==> src/edc_pkg.sv <==
// Package with timing and width constants for the DRAM controller
package edc_pkg;
    localparam int CLK_MHZ = 25;
    localparam int CLK_NS = 40;
    // Power-up pause in microseconds
    localparam int WAKE_US = 200;
    localparam int WAKE_CYC = WAKE_US * CLK_MHZ;
    localparam int WAKE_REFRESHES = 8;
    // Refresh period in milliseconds, spread over this many rows
    localparam int REF_PERIOD_MS = 16;
    localparam int REF_ROWS = 1024;
    localparam int REF_INT_CYC = (REF_PERIOD_MS * 1000 * CLK_MHZ) / REF_ROWS;
    // Strobe phase lengths in ns, each rounded up to whole cycles
    localparam int ROW_PRE_NS = 30;
    localparam int ROW_PRE_CYC = (ROW_PRE_NS + CLK_NS - 1) / CLK_NS;
    localparam int ROW_TO_COL_NS = 20;
    localparam int ROW_TO_COL_CYC = (ROW_TO_COL_NS + CLK_NS - 1) / CLK_NS;
    localparam int COL_PULSE_NS = 14;
    localparam int COL_PULSE_CYC = (COL_PULSE_NS + CLK_NS - 1) / CLK_NS;
    localparam int ROW_PULSE_NS = 50;
    localparam int ROW_PULSE_CYC = (ROW_PULSE_NS + CLK_NS - 1) / CLK_NS;
    localparam int CNT_W = 16;
    localparam int ADDR_W = 10;
    localparam int DATA_W = 16;
    localparam int LANE_W = 8;
endpackage

==> src/edc_ctrl.sv <==
// Controller that drives an asynchronous extended-data-out page-mode DRAM
`timescale 1ns/1ps
// How it works
// - After power-up wait 200 us, then run eight refreshes before any access.
// - If refresh falls overdue, rerun the eight-refresh wake-up first.
// - Both strobes go high for precharge before each new cycle.
// - Write strobe stays high until column and row strobes rise in reads.
// - Output enable is never tied low; writes here are early writes.
// - In these early writes, the column strobe falling edge with write strobe low is the write command.
// - Output enable stays high during any write.
// - Write data is set before the column strobe falls in early writes.
// - Page-style column cycles keep at least the page cycle time.
// - Refreshes are issued with write strobe high and output enable high.
// - Issue 1024 refreshes every 16 ms.
module edc_ctrl #(
    parameter int WAKE_CYCLES = edc_pkg::WAKE_CYC,
    parameter int REF_CYCLES = edc_pkg::REF_INT_CYC
) (
    input wire logic ref_clk,
    input wire logic rst,
    input wire logic req_valid,
    input wire logic req_write,
    input wire logic [19:0] req_addr,
    input wire logic [1:0] req_lanes,
    input wire logic [15:0] req_wdata,
    input wire logic refresh_late,
    output logic req_ready,
    output logic rsp_valid,
    output logic [15:0] rsp_rdata,
    output logic init_done,
    output logic row_strobe_n,
    output logic low_byte_column_strobe_n,
    output logic high_byte_column_strobe_n,
    output logic write_strobe_n,
    output logic output_enable_n,
    output logic [9:0] dram_addr,
    output logic [15:0] dq_out,
    output logic dq_oe_n,
    input wire logic [15:0] dq_in
);
    typedef enum logic [3:0] {
        ST_WAKE, ST_IDLE, ST_PRE, ST_ROW, ST_COL, ST_HOLD,
        ST_RCAS, ST_RRAS, ST_RDONE
    } edc_state_t;

    typedef struct packed {
        edc_state_t st;
        logic [3:0] ph;
        logic [3:0] ref_left;
        logic ref_due;
        logic is_ref;
        logic wr;
        logic [1:0] lanes;
        logic [9:0] col;
        logic req_ready;
        logic rsp_valid;
        logic [15:0] rdata;
        logic init_done;
        logic ras_n;
        logic started;
        logic col_lo_n;
        logic col_hi_n;
        logic we_n;
        logic oe_n;
        logic [9:0] addr;
        logic [15:0] dq;
        logic dq_oe_n;
    } edc_ctl_t;

    edc_ctl_t s_reg;
    edc_ctl_t s_next;
    logic wake_load;
    logic wake_done;
    logic ref_tick;
    logic ref_load;

    edc_timer u_wake (
        .ref_clk(ref_clk),
        .rst(rst),
        .load(wake_load),
        .value(edc_pkg::CNT_W'(WAKE_CYCLES)),
        .done(wake_done)
    );

    edc_timer u_ref (
        .ref_clk(ref_clk),
        .rst(rst),
        .load(ref_load),
        // Reload on the done cycle adds one, so load one less
        .value(edc_pkg::CNT_W'(REF_CYCLES - 1)),
        .done(ref_tick)
    );

    // Timers start one cycle after reset release
    assign wake_load = !s_reg.started || (refresh_late && s_reg.init_done);
    assign ref_load = !s_reg.started || ref_tick;

    always_comb begin
        s_next = s_reg;
        s_next.started = 1'b1;
        s_next.rsp_valid = 1'b0;
        s_next.req_ready = 1'b0;
        if (ref_tick) begin
            s_next.ref_due = 1'b1;
        end
        if (refresh_late && s_reg.init_done) begin
            // Cut any cycle in flight; strobes rest high for the pause
            s_next.init_done = 1'b0;
            s_next.ref_left = 4'(edc_pkg::WAKE_REFRESHES);
            s_next.ras_n = 1'b1;
            s_next.col_lo_n = 1'b1;
            s_next.col_hi_n = 1'b1;
            s_next.we_n = 1'b1;
            s_next.oe_n = 1'b1;
            s_next.dq_oe_n = 1'b1;
            s_next.st = ST_WAKE;
        end else begin
            case (s_reg.st)
                ST_WAKE: begin
                    if (wake_done) begin
                        s_next.ref_left = 4'(edc_pkg::WAKE_REFRESHES);
                        s_next.ref_due = 1'b1;
                        s_next.st = ST_IDLE;
                    end
                end
                ST_IDLE: begin
                    // A request shown ready is taken before a due refresh
                    if (req_valid && s_reg.req_ready) begin
                        s_next.is_ref = 1'b0;
                        s_next.wr = req_write;
                        s_next.lanes = req_lanes;
                        s_next.col = req_addr[9:0];
                        s_next.addr = req_addr[19:10];
                        s_next.dq = req_wdata;
                        s_next.ph = 4'(edc_pkg::ROW_PRE_CYC);
                        s_next.st = ST_PRE;
                    end else if (s_reg.ref_due || s_reg.ref_left != 4'h0) begin
                        s_next.is_ref = 1'b1;
                        s_next.ref_due = ref_tick;
                        s_next.ph = 4'(edc_pkg::ROW_PRE_CYC);
                        s_next.st = ST_PRE;
                    end else if (s_reg.init_done) begin
                        s_next.req_ready = 1'b1;
                    end
                end
                ST_PRE: begin
                    // All strobes high: outputs clear and float
                    s_next.ras_n = 1'b1;
                    s_next.col_lo_n = 1'b1;
                    s_next.col_hi_n = 1'b1;
                    s_next.we_n = 1'b1;
                    s_next.oe_n = 1'b1;
                    s_next.dq_oe_n = 1'b1;
                    s_next.ph = s_reg.ph - 1'b1;
                    if (s_reg.ph <= 4'h1) begin
                        s_next.ph = 4'(edc_pkg::ROW_TO_COL_CYC);
                        if (s_reg.is_ref) begin
                            // Column strobes before row strobe
                            s_next.col_lo_n = 1'b0;
                            s_next.col_hi_n = 1'b0;
                            s_next.st = ST_ROW;
                        end else begin
                            s_next.ras_n = 1'b0;
                            s_next.st = ST_ROW;
                        end
                    end
                end
                ST_ROW: begin
                    s_next.ph = s_reg.ph - 1'b1;
                    if (s_reg.is_ref) begin
                        s_next.ras_n = 1'b0;
                        s_next.ph = 4'(edc_pkg::ROW_PULSE_CYC);
                        s_next.st = ST_HOLD;
                    end else if (s_reg.ph <= 4'h1) begin
                        s_next.addr = s_reg.col;
                        if (s_reg.wr) begin
                            s_next.we_n = 1'b0;
                            s_next.dq_oe_n = 1'b0;
                        end else begin
                            s_next.oe_n = 1'b0;
                        end
                        s_next.st = ST_COL;
                    end
                end
                ST_COL: begin
                    // Column strobes per lane, address already stable
                    s_next.col_lo_n = !s_reg.lanes[0];
                    s_next.col_hi_n = !s_reg.lanes[1];
                    s_next.ph = 4'(edc_pkg::COL_PULSE_CYC);
                    s_next.st = ST_HOLD;
                end
                ST_HOLD: begin
                    s_next.ph = s_reg.ph - 1'b1;
                    if (s_reg.ph <= 4'h1) begin
                        if (s_reg.is_ref) begin
                            s_next.st = ST_RRAS;
                        end else begin
                            s_next.st = ST_RCAS;
                        end
                    end
                end
                ST_RCAS: begin
                    // Capture read data while strobes still low
                    if (!s_reg.wr) begin
                        s_next.rdata[7:0] = s_reg.lanes[0] ? dq_in[7:0] : 8'h00;
                        s_next.rdata[15:8] = s_reg.lanes[1] ?
                            dq_in[15:8] : 8'h00;
                    end
                    s_next.oe_n = 1'b1;
                    s_next.col_lo_n = 1'b1;
                    s_next.col_hi_n = 1'b1;
                    s_next.st = ST_RRAS;
                end
                ST_RRAS: begin
                    s_next.ras_n = 1'b1;
                    s_next.col_lo_n = 1'b1;
                    s_next.col_hi_n = 1'b1;
                    s_next.st = ST_RDONE;
                end
                ST_RDONE: begin
                    // Write strobe released only after both strobes
                    s_next.we_n = 1'b1;
                    s_next.dq_oe_n = 1'b1;
                    if (s_reg.is_ref) begin
                        if (s_reg.ref_left != 4'h0) begin
                            s_next.ref_left = s_reg.ref_left - 1'b1;
                            if (s_reg.ref_left == 4'h1) begin
                                s_next.init_done = 1'b1;
                            end
                        end
                    end else begin
                        s_next.rsp_valid = 1'b1;
                    end
                    s_next.st = ST_IDLE;
                end
                default: begin
                    s_next.st = ST_IDLE;
                end
            endcase
        end
    end

    always_ff @(posedge ref_clk) begin
        if (rst) begin
            s_reg <= '0;
            s_reg.st <= ST_WAKE;
            s_reg.ras_n <= 1'b1;
            s_reg.col_lo_n <= 1'b1;
            s_reg.col_hi_n <= 1'b1;
            s_reg.we_n <= 1'b1;
            s_reg.oe_n <= 1'b1;
            s_reg.dq_oe_n <= 1'b1;
        end else begin
            s_reg <= s_next;
        end
    end

    assign req_ready = s_reg.req_ready;
    assign rsp_valid = s_reg.rsp_valid;
    assign rsp_rdata = s_reg.rdata;
    assign init_done = s_reg.init_done;
    assign row_strobe_n = s_reg.ras_n;
    assign low_byte_column_strobe_n = s_reg.col_lo_n;
    assign high_byte_column_strobe_n = s_reg.col_hi_n;
    assign write_strobe_n = s_reg.we_n;
    assign output_enable_n = s_reg.oe_n;
    assign dram_addr = s_reg.addr;
    assign dq_out = s_reg.dq;
    assign dq_oe_n = s_reg.dq_oe_n;
endmodule

==> src/edc_timer.sv <==
// Down counter that pulses when a loaded count expires
`timescale 1ns/1ps
module edc_timer (
    input wire logic ref_clk,
    input wire logic rst,
    input wire logic load,
    input wire logic [edc_pkg::CNT_W-1:0] value,
    output logic done
);
    typedef struct packed {
        logic [edc_pkg::CNT_W-1:0] cnt;
        logic done;
    } edc_tmr_t;
    edc_tmr_t s_reg;
    edc_tmr_t s_next;

    always_comb begin
        s_next = s_reg;
        s_next.done = 1'b0;
        if (load) begin
            s_next.cnt = value;
        end else if (s_reg.cnt != '0) begin
            s_next.cnt = s_reg.cnt - 1'b1;
            if (s_reg.cnt == 16'h0001) begin
                s_next.done = 1'b1;
            end
        end
    end

    always_ff @(posedge ref_clk) begin
        if (rst) begin
            s_reg <= '0;
        end else begin
            s_reg <= s_next;
        end
    end

    assign done = s_reg.done;
endmodule

==> config.mk <==
export PLATFORM = sky130hd
export DESIGN_NAME = edc_ctrl
export DESIGN_NICKNAME = d
export VERILOG_FILES = /design/src/edc_pkg.sv /design/src/edc_ctrl.sv /design/src/edc_timer.sv
export SDC_FILE = /design/constraint.sdc
export NUM_CORES = 1
export LEC_CHECK = 0
export BUFFER_PORTS_ARGS = -buffer_cell sky130_fd_sc_hd__buf_2
export CAP_MARGIN = 10
export CELL_PAD_IN_SITES_DETAIL_PLACEMENT = 0
export CELL_PAD_IN_SITES_GLOBAL_PLACEMENT = 1
export CORE_UTILIZATION = 43
export CTS_CLUSTER_DIAMETER = 80
export DETAILED_ROUTE_END_ITERATION = 7
export PLACE_DENSITY = 0.81
export SLEW_MARGIN = 20
export SYNTH_ARGS = -nofsm -noshare
export SYNTH_HDL_FRONTEND = slang
export SYNTH_SLANG_ARGS = --single-unit
==> constraint.sdc <==
create_clock -name ref_clk -period 4.9 [get_ports ref_clk]
set_input_delay 1.225 -clock ref_clk [delete_from_list [all_inputs] [get_ports ref_clk]]
set_output_delay 1.225 -clock ref_clk [all_outputs]
set_load 0.01 [all_outputs]
After elaboration in Yosys (flattened, before gate mapping). Cells that the tools add are included.

Add/subtract/negate cells: 4. Magnitude comparators: 1. Equality and inequality tests: 27. Mux-type cells: 62. Bitwise gates (word level): 6. Reduce and logical (&&, ||, !) cells: 45.

Operators with widths (count): 26-bit two-way mux (2); 16-bit two-way mux (3); 8-bit two-way mux (5); 4-bit two-way mux (9); 33-bit two-way mux (1); 16-bit by 1-bit equality test with 1-bit output, second input constant (2); 32-bit two-way mux (1); 4-bit one-hot mux with 8 select lines (1); 16-bit nonzero test (2); 16-bit by 1-bit subtractor with 16-bit output, second input constant (2); 13-bit two-way mux (2); 12-bit two-way mux (2); 2-bit inequality test, second input constant (10); 10-bit one-hot mux with 2 select lines (1); 4-bit one-hot mux with 5 select lines (1); 4-bit AND reduction (5); 1-bit two-way mux (19); 4-bit by 3-bit equality test with 1-bit output, second input constant (4); 15-bit two-way mux (1); 14-bit two-way mux (1); 2-bit nonzero test (7); 3-bit inequality test, second input constant (4); 3-bit AND reduction (4); 2-bit OR reduction (6); other kinds (27) (50).

Flip-flop bits (word level): 113. Bits of input ports: 59. Output and inout bits: 51. Word-level logic and storage cells: 173.

Depth between registers and ports, before layout. Gate-level depths: netlist of the first run.

Word-level depth: 6. Gate-level depth with buffers: 9. Gate-level depth less buffers: 7.

By module. A second synthesis of the first run with hierarchy kept.

Cells, all modules: 733. Area, all modules: 5916.9 um^2.

Modules (own cells, without submodules): edc_ctrl (instances 1, cells each 478, area each 3848.7 um^2, seq. area each 1561.5 um^2); edc_timer at u_wake (instances 1, cells each 128, area each 1034.7 um^2, seq. area each 340.3 um^2); edc_timer at u_ref (instances 1, cells each 127, area each 1033.5 um^2, seq. area each 340.3 um^2).

Worst setup path after synthesis of the first run. Ideal clock, no wire load.

Kind: input to register. From: input port refresh_late. To: register s_reg[73] (netlist bit). Library setup time: 0.070 ns. Arrival time: 2.736 ns. Data required time: 4.830 ns. Slack: 2.094 ns. Stages on the path: 5. Path buffers: 0. Cells stage by stage: and2_1 > a2111oi_0 > o21ai_4 > or4_1 > a21oi_1.

Word-level cells in the longest chain between the ends: 3.

RTL lines: from (decl) (line edc_ctrl.sv:26) `input wire logic refresh_late,`; 1-bit logical AND (line edc_ctrl.sv:106) `if (refresh_late && s_reg.init_done) begin`; 1-bit NOT (no line); 3-bit AND reduction (no line); to (signal assigned) (line edc_ctrl.sv:254) `s_reg <= s_next;`; to (decl) (line edc_ctrl.sv:70) `edc_ctl_t s_reg;`.

No other way between the ends. A chain may end at the register's enable or synchronous reset.

Worst setup path in the final report of the first run.
From: register s_reg[75] (netlist bit). To: register s_reg, in the netlist dram_addr[8].

Word-level cells in the longest chain between the ends: 3. Elaborated cells on any way between the ends: 8. Those cells by class: eq/ne (5); mux (1); reduce/logical (2).

RTL lines: 4-bit by 1-bit equality test with 1-bit output or 4-bit by 2-bit equality test with 1-bit output (tied branches) (line edc_ctrl.sv:118) `case (s_reg.st)`; 2-bit inequality test (no line) or 2-bit nonzero test (tied branches); 5-bit AND reduction (no line).

Several ways; a longest one is shown, not always the timed one.

==> results of run 1 <==
==> synthesized netlist by cell type, drive strengths merged (6+ instances only) <==
| cell | n |
|---|---|
| clkbuf | 28 |
| a31oi | 7 |
| dfxtp | 112 |
| a211oi | 6 |
| nor4b | 8 |
| nor3 | 20 |
| inv | 17 |
| xor2 | 22 |
| ha | 10 |
| nand4 | 8 |
| nor2b | 8 |
| buf | 50 |
| and2 | 6 |
| o21ai | 26 |
| nand2 | 119 |
| nor2 | 55 |
| nand3 | 27 |
| mux2i | 13 |
| nor4 | 6 |
| a21oi | 65 |
==> through the flow <==
step	std cells	worst slack (ns)	hold WS, ns	cell area (um^2)	util
finish	891	2.07	0.451	6060	0.501
global route	891	1.82	0.467	6060	0.501
CTS	891	2.06	0.454	6060	0.500
detailed placement	875	1.79	0.444	5730	0.473
global placement	875	1.79	0.436	5730	0.473
floorplan	673	2.09	0.432	5400	-
==> cells in the final DEF, fill, tap and decap left out, types with 3 or more instances in the layout <==
| cell | n |
|---|---|
| inv_6 | 3 |
| o211ai_1 | 5 |
| nand2b_1 | 5 |
| mux2i_1 | 13 |
| buf_4 | 3 |
| nand3_1 | 27 |
| or4_1 | 3 |
| nand4b_1 | 3 |
| or3_1 | 3 |
| a21oi_1 | 65 |
| xnor2_1 | 4 |
| dfxtp_1 | 112 |
| nor2b_1 | 8 |
| clkbuf_16 | 9 |
| o21ai_0 | 24 |
| a31oi_1 | 7 |
| nor4_1 | 6 |
| and2_1 | 6 |
| nor4b_1 | 6 |
| nand3b_1 | 5 |
| a211oi_1 | 6 |
| nand2_1 | 119 |
| buf_2 | 109 |
| nand4_1 | 8 |
| nor3_1 | 20 |
| ha_1 | 10 |
| and3_1 | 3 |
| xor2_1 | 22 |
| or2_2 | 3 |
| nor2_1 | 55 |
| inv_1 | 17 |
==> area by class of cell <==
class / count / area share
clock buffers: 9 / 0.0372
clock inverters: 7 / 0.0167
inverters: 17 / 0.0105
multi-input cells: 466 / 0.437
flip-flops and latches: 112 / 0.370
well taps: 168 / 0.0347
repair buffers: 112 / 0.0937
==> kinds of logic (layout without fill, tap and decap cells) <==
| kind of cell | Yosys count | count (layout) | synth area share |
|---|---|---|---|
| buffers and inverters | 95 | 145 | 0.0968 |
| AND/OR/NAND/NOR | 289 | 289 | 0.257 |
| AO/OA/AOI/OAI | 128 | 128 | 0.141 |
| XOR/XNOR | 26 | 26 | 0.0422 |
| multiplexers | 13 | 13 | 0.0241 |
| adder cells (fa/ha/maj) | 10 | 10 | 0.0232 |
| flip-flops | 112 | 112 | 0.415 |
==> path summary, 6_finish.rpt <==
kind	cells after the start	slack (ns)	to	start
setup / recovery	4	2.07	dram_addr[8]$_SDFFE_PP0P_	s_reg[75]$_SDFFE_PP0P_
hold / removal	2	0.45	rsp_rdata[8]$_SDFFE_PP0P_	rsp_rdata[8]$_SDFFE_PP0P_
setup reg to reg	4	2.07	dram_addr[8]$_SDFFE_PP0P_	s_reg[75]$_SDFFE_PP0P_
hold reg to reg	2	0.45	rsp_rdata[8]$_SDFFE_PP0P_	rsp_rdata[8]$_SDFFE_PP0P_
==> critical path: stages, from the launching register on <==
cell and delay (ns):
dfxtp_1 0.75, nor4bb_4 1.01, a22o_1 0.63, mux2i_1 0.26, nor2_1 0.05
==> report_power, final <==
group / internal [W] / leakage, nW / switching, W
logic: 0.0000907 / 1.36 / 0.000119
registers: 0.000933 / 0.907 / 0.0000265
clock network: 0.000454 / 0.153 / 0.000347
total: 0.00148 / 2.42 / 0.000492
==> routing by layer <==
layer,vias up,wire [um],global-route usage,part of all wire
met5,-,0,0,0
met2,116,5990,0.334,0.48
met4,0,230,0.0632,0.019
li1,2359,-,-,-
met3,18,624,0.0482,0.050
met1,2166,5560,0.239,0.45
==> results.yml, run 1 <==
status:
  status: "finished clean"
timing:
  slew_headroom: 0.334
  hold_viol: 0
  finalClockSkew_ns: 0.00967
  drv_slew: 0
  fmax_mhz: 353
  timing.setup.tns_ns: 0
  rsz0062_at_grt: "false"
  fin_crit_sh: 0.577
  finalSetupViolCount: 0
  period_needed_ns: 2.83
  worstMarginPinSlew_ns: 0.997
critical_path:
  worst-path-max-fanout: 23
  cp-end-kind: "register"
  worstSetupStartpointType: "register"
  cp.arrival_ns: 3.05
  required_ns: 5.12
  critical_path_class: "register to register"
yosys:
  synth_ff_type: "dfxtp_1"
  ys_seq_elements: 112
  syn-cell-area_mm2: 0.00540
  synthArstFlopShare: 0
  synth_top_cell_by_area: "dfxtp_1"
  syn_nets: 742
  synth_top_cells_by_area: "dfxtp_1, nand2_1, a21oi_1"
  ys_seq_area_frac: 0.415
  synth_edf_count: 0
  synth_top_area_frac: 0.415
  yosysWarnings: 0
  netlist_instances: 673
  synth.distinct_cells: 53
  avgSynthCellArea_um2: 8.02
cts:
  cts_made_buffers: 9
  path_clk_slew_ns: 0.08
  postCtsHoldBufs: 0
  ctsRootBufferMaster: "clkbuf_16"
  cts_tree: "done"
  cts_sinks: 112
  postCtsSetupRepairBufs: 0
  htreeDepth: 3
  cts-resized-gates: 0
  clockBufferDepth: 2
  clk_latency_ns: 0.36
route:
  first_iter_violations: 303
  vias: 4659
  drc: 0
  wl_per_cell_um: 13.9
  finalWirelength_um: 12400
  dr.pass1.iters: 4
  avgViaCountPerCell: 5.23
  postRouteAntennaNets: 0
place:
  dp_hpwl_um: 8780
  io_buffers: 109
  place.gp.congestion: 0.846
global_routing:
  grt_pass1_vias: 4446
  grt_usage: 0.194
  overflow: 0
  grt_max_degree: 73
  antenna_found_initial: 0
  grt_pass1_wl_um: 20300
floorplanning:
  die_h_um: 114
  core_area_mm2: 0.0121
  die_area_mm2: 0.0130
  die_x_um: 114
  fp-row-count: 40
  io_pins: 110
  start_util: 0.446
finish:
  diodes: 0
  fillers: 1223
  area_delta_synth_final_pct: 12.3
  ff_latch_area_mm2: 0.00224
  nets: 787
  drive_gt1_frac: 0.192
  largest_reg_flops: 28
  multi_input_area_mm2: 0.00265
min_path:
  min_path_type: "register to register"
power:
  cellLeakagePower_nw: 2.42
  ir_drop_mv: 0.219
  finalPower_w: 0.00197
  power_density_mw_per_mm2: 325
job:
  maxCapViolations: 0
Note: power is estimated with default switching activity, not from simulation.
==> run 2: changes to the inputs <==
CORE_UTILIZATION = 36   (was 43)
PLACE_DENSITY = 0.72   (was 0.81)
clock period = 2.6 ns   (was 4.9 ns; I/O delays follow)
==> results.yml, run 2 (same netlist as run 1, synthesis figures left out) <==
status:
  status: "finished clean"
power:
  finalPower_w: 0.00354
  cellLeakagePower_nw: 2.47
  ir_drop_mv: 0.324
  power_density_mw_per_mm2: 579
finish:
  nets: 798
  fillers: 1487
  ff_latch_area_mm2: 0.00224
  largest_reg_flops: 28
  drive_gt1_frac: 0.202
  area_delta_synth_final_pct: 13.2
  final_cell_mix: "nand2_1, dfxtp_1, buf_2"
  stdcell_area_mm2: 0.00611
  final_common_cell: "nand2_1"
  multi_input_area_mm2: 0.00264
cts:
  postCtsHoldBufs: 0
  cts_made_buffers: 9
  cts-resized-gates: 0
  postCtsSetupRepairBufs: 0
  cts_tree: "done"
  cts_sinks: 112
  clk_latency_ns: 0.35
  htreeDepth: 3
  ctsRootBufferMaster: "clkbuf_16"
  clockBufferDepth: 2
  path_clk_slew_ns: 0.07
critical_path:
  cp-end-kind: "register"
  cp_num_buf_inv: 1
  slowest_stage: "or4_4"
  worstSetupStartpointType: "register"
  worst-path-max-fanout: 8
  critical_path.max_stage_delay_ns: 0.53
  critical_path_class: "register to register"
  cp.arrival_ns: 2.63
  cp_cell_sequence: "inv_1 > ha_1 > or4b_4 > or4_4 > o21ai_4 > nor3_1 > a311o_1"
  required_ns: 2.84
  cpLargestDelayFamily: "simple AND/OR/NAND/NOR gates"
timing:
  rsz0062_at_grt: "false"
  finalClockSkew_ns: 0.00735
  worstMarginPinSlew_ns: 0.759
  drv_slew: 0
  fmax_mhz: 417
  holdWs_ns: 0.448
  finalSetupViolCount: 0
  hold_viol: 0
  fin_crit_sh: 0.922
  timing.setup.tns_ns: 0
  slew_headroom: 0.491
  period_needed_ns: 2.40
route:
  drc: 0
  vias: 4691
  avgViaCountPerCell: 5.10
  finalWirelength_um: 13100
  first_iter_violations: 290
  dr.pass1.iters: 4
  postRouteAntennaNets: 0
  wl_per_cell_um: 14.2
job:
  maxCapViolations: 0
floorplanning:
  fp-row-count: 44
  die_x_um: 124
  die_h_um: 124
  die_area_mm2: 0.0155
  core_area_mm2: 0.0146
  start_util: 0.370
  io_pins: 110
global_routing:
  grt_pass1_vias: 4435
  grt_max_degree: 45
  grt_pass1_wl_um: 21800
  overflow: 0
  grt_usage: 0.172
  antenna_found_initial: 0
place:
  io_buffers: 109
  placed_cell_area_mm2: 0.00583
  dp_hpwl_um: 9410
  place.gp.congestion: 0.875
min_path:
  min_path_type: "register to register"
run 2: final timing paths:
path,end,depth (start not counted),slack (ns),start
worst max-delay path,s_reg[74]$_SDFFE_PP0P_,7,0.20,s_reg[67]$_SDFFE_PP0P_
worst min-delay path,rsp_rdata[6]$_SDFFE_PP0P_,2,0.45,rsp_rdata[6]$_SDFFE_PP0P_
worst max register to register,s_reg[74]$_SDFFE_PP0P_,7,0.20,s_reg[67]$_SDFFE_PP0P_
worst min register to register,rsp_rdata[6]$_SDFFE_PP0P_,2,0.45,rsp_rdata[6]$_SDFFE_PP0P_
run 2: through the flow:
step	instances	utilization	worst slack, ns
6_report	919	0.419	0.204
5_1_grt	918	0.419	0.0874
4_1_cts	918	0.419	0.196
3_5_place_dp	902	0.399	0.222
3_3_place_gp	902	0.399	0.269
2_1_floorplan	673	-	0.363
run 2: area by class of cell:
| class | instances | share of cell area |
|---|---|---|
| Timing Repair Buffer | 123 | 0.106 |
| Clock inverter | 4 | 0.00450 |
| Clock buffer | 12 | 0.0419 |
| Sequential cell | 112 | 0.367 |
| Antenna cell | 1 | 0.000409 |
| Inverter | 17 | 0.0104 |
| Multi-Input combinational cell | 466 | 0.432 |
| Tap cell | 184 | 0.0377 |
run 2: worst register-to-register path: stages (launching register included):
cell and delay, ns:
dfxtp_1 0.35, inv_1 0.07, ha_1 0.20, or4b_4 0.48, or4_4 0.53, o21ai_4 0.24, nor3_1 0.09, a311o_1 0.32
run 2: where the power goes:
part / switching (W) / leakage (nW) / internal [W]
registers: 0.0000501 / 0.907 / 0.00176
logic: 0.000222 / 1.42 / 0.000172
clock network: 0.000629 / 0.143 / 0.000706
run 2: routing by layer:
metal / wire length, um / vias up / global-route usage
met5: 0 / - / 0
met4: 267 / 0 / 0.0709
met3: 551 / 20 / 0.0357
met2: 6210 / 112 / 0.282
met1: 6070 / 2178 / 0.218
li1: - / 2381 / -
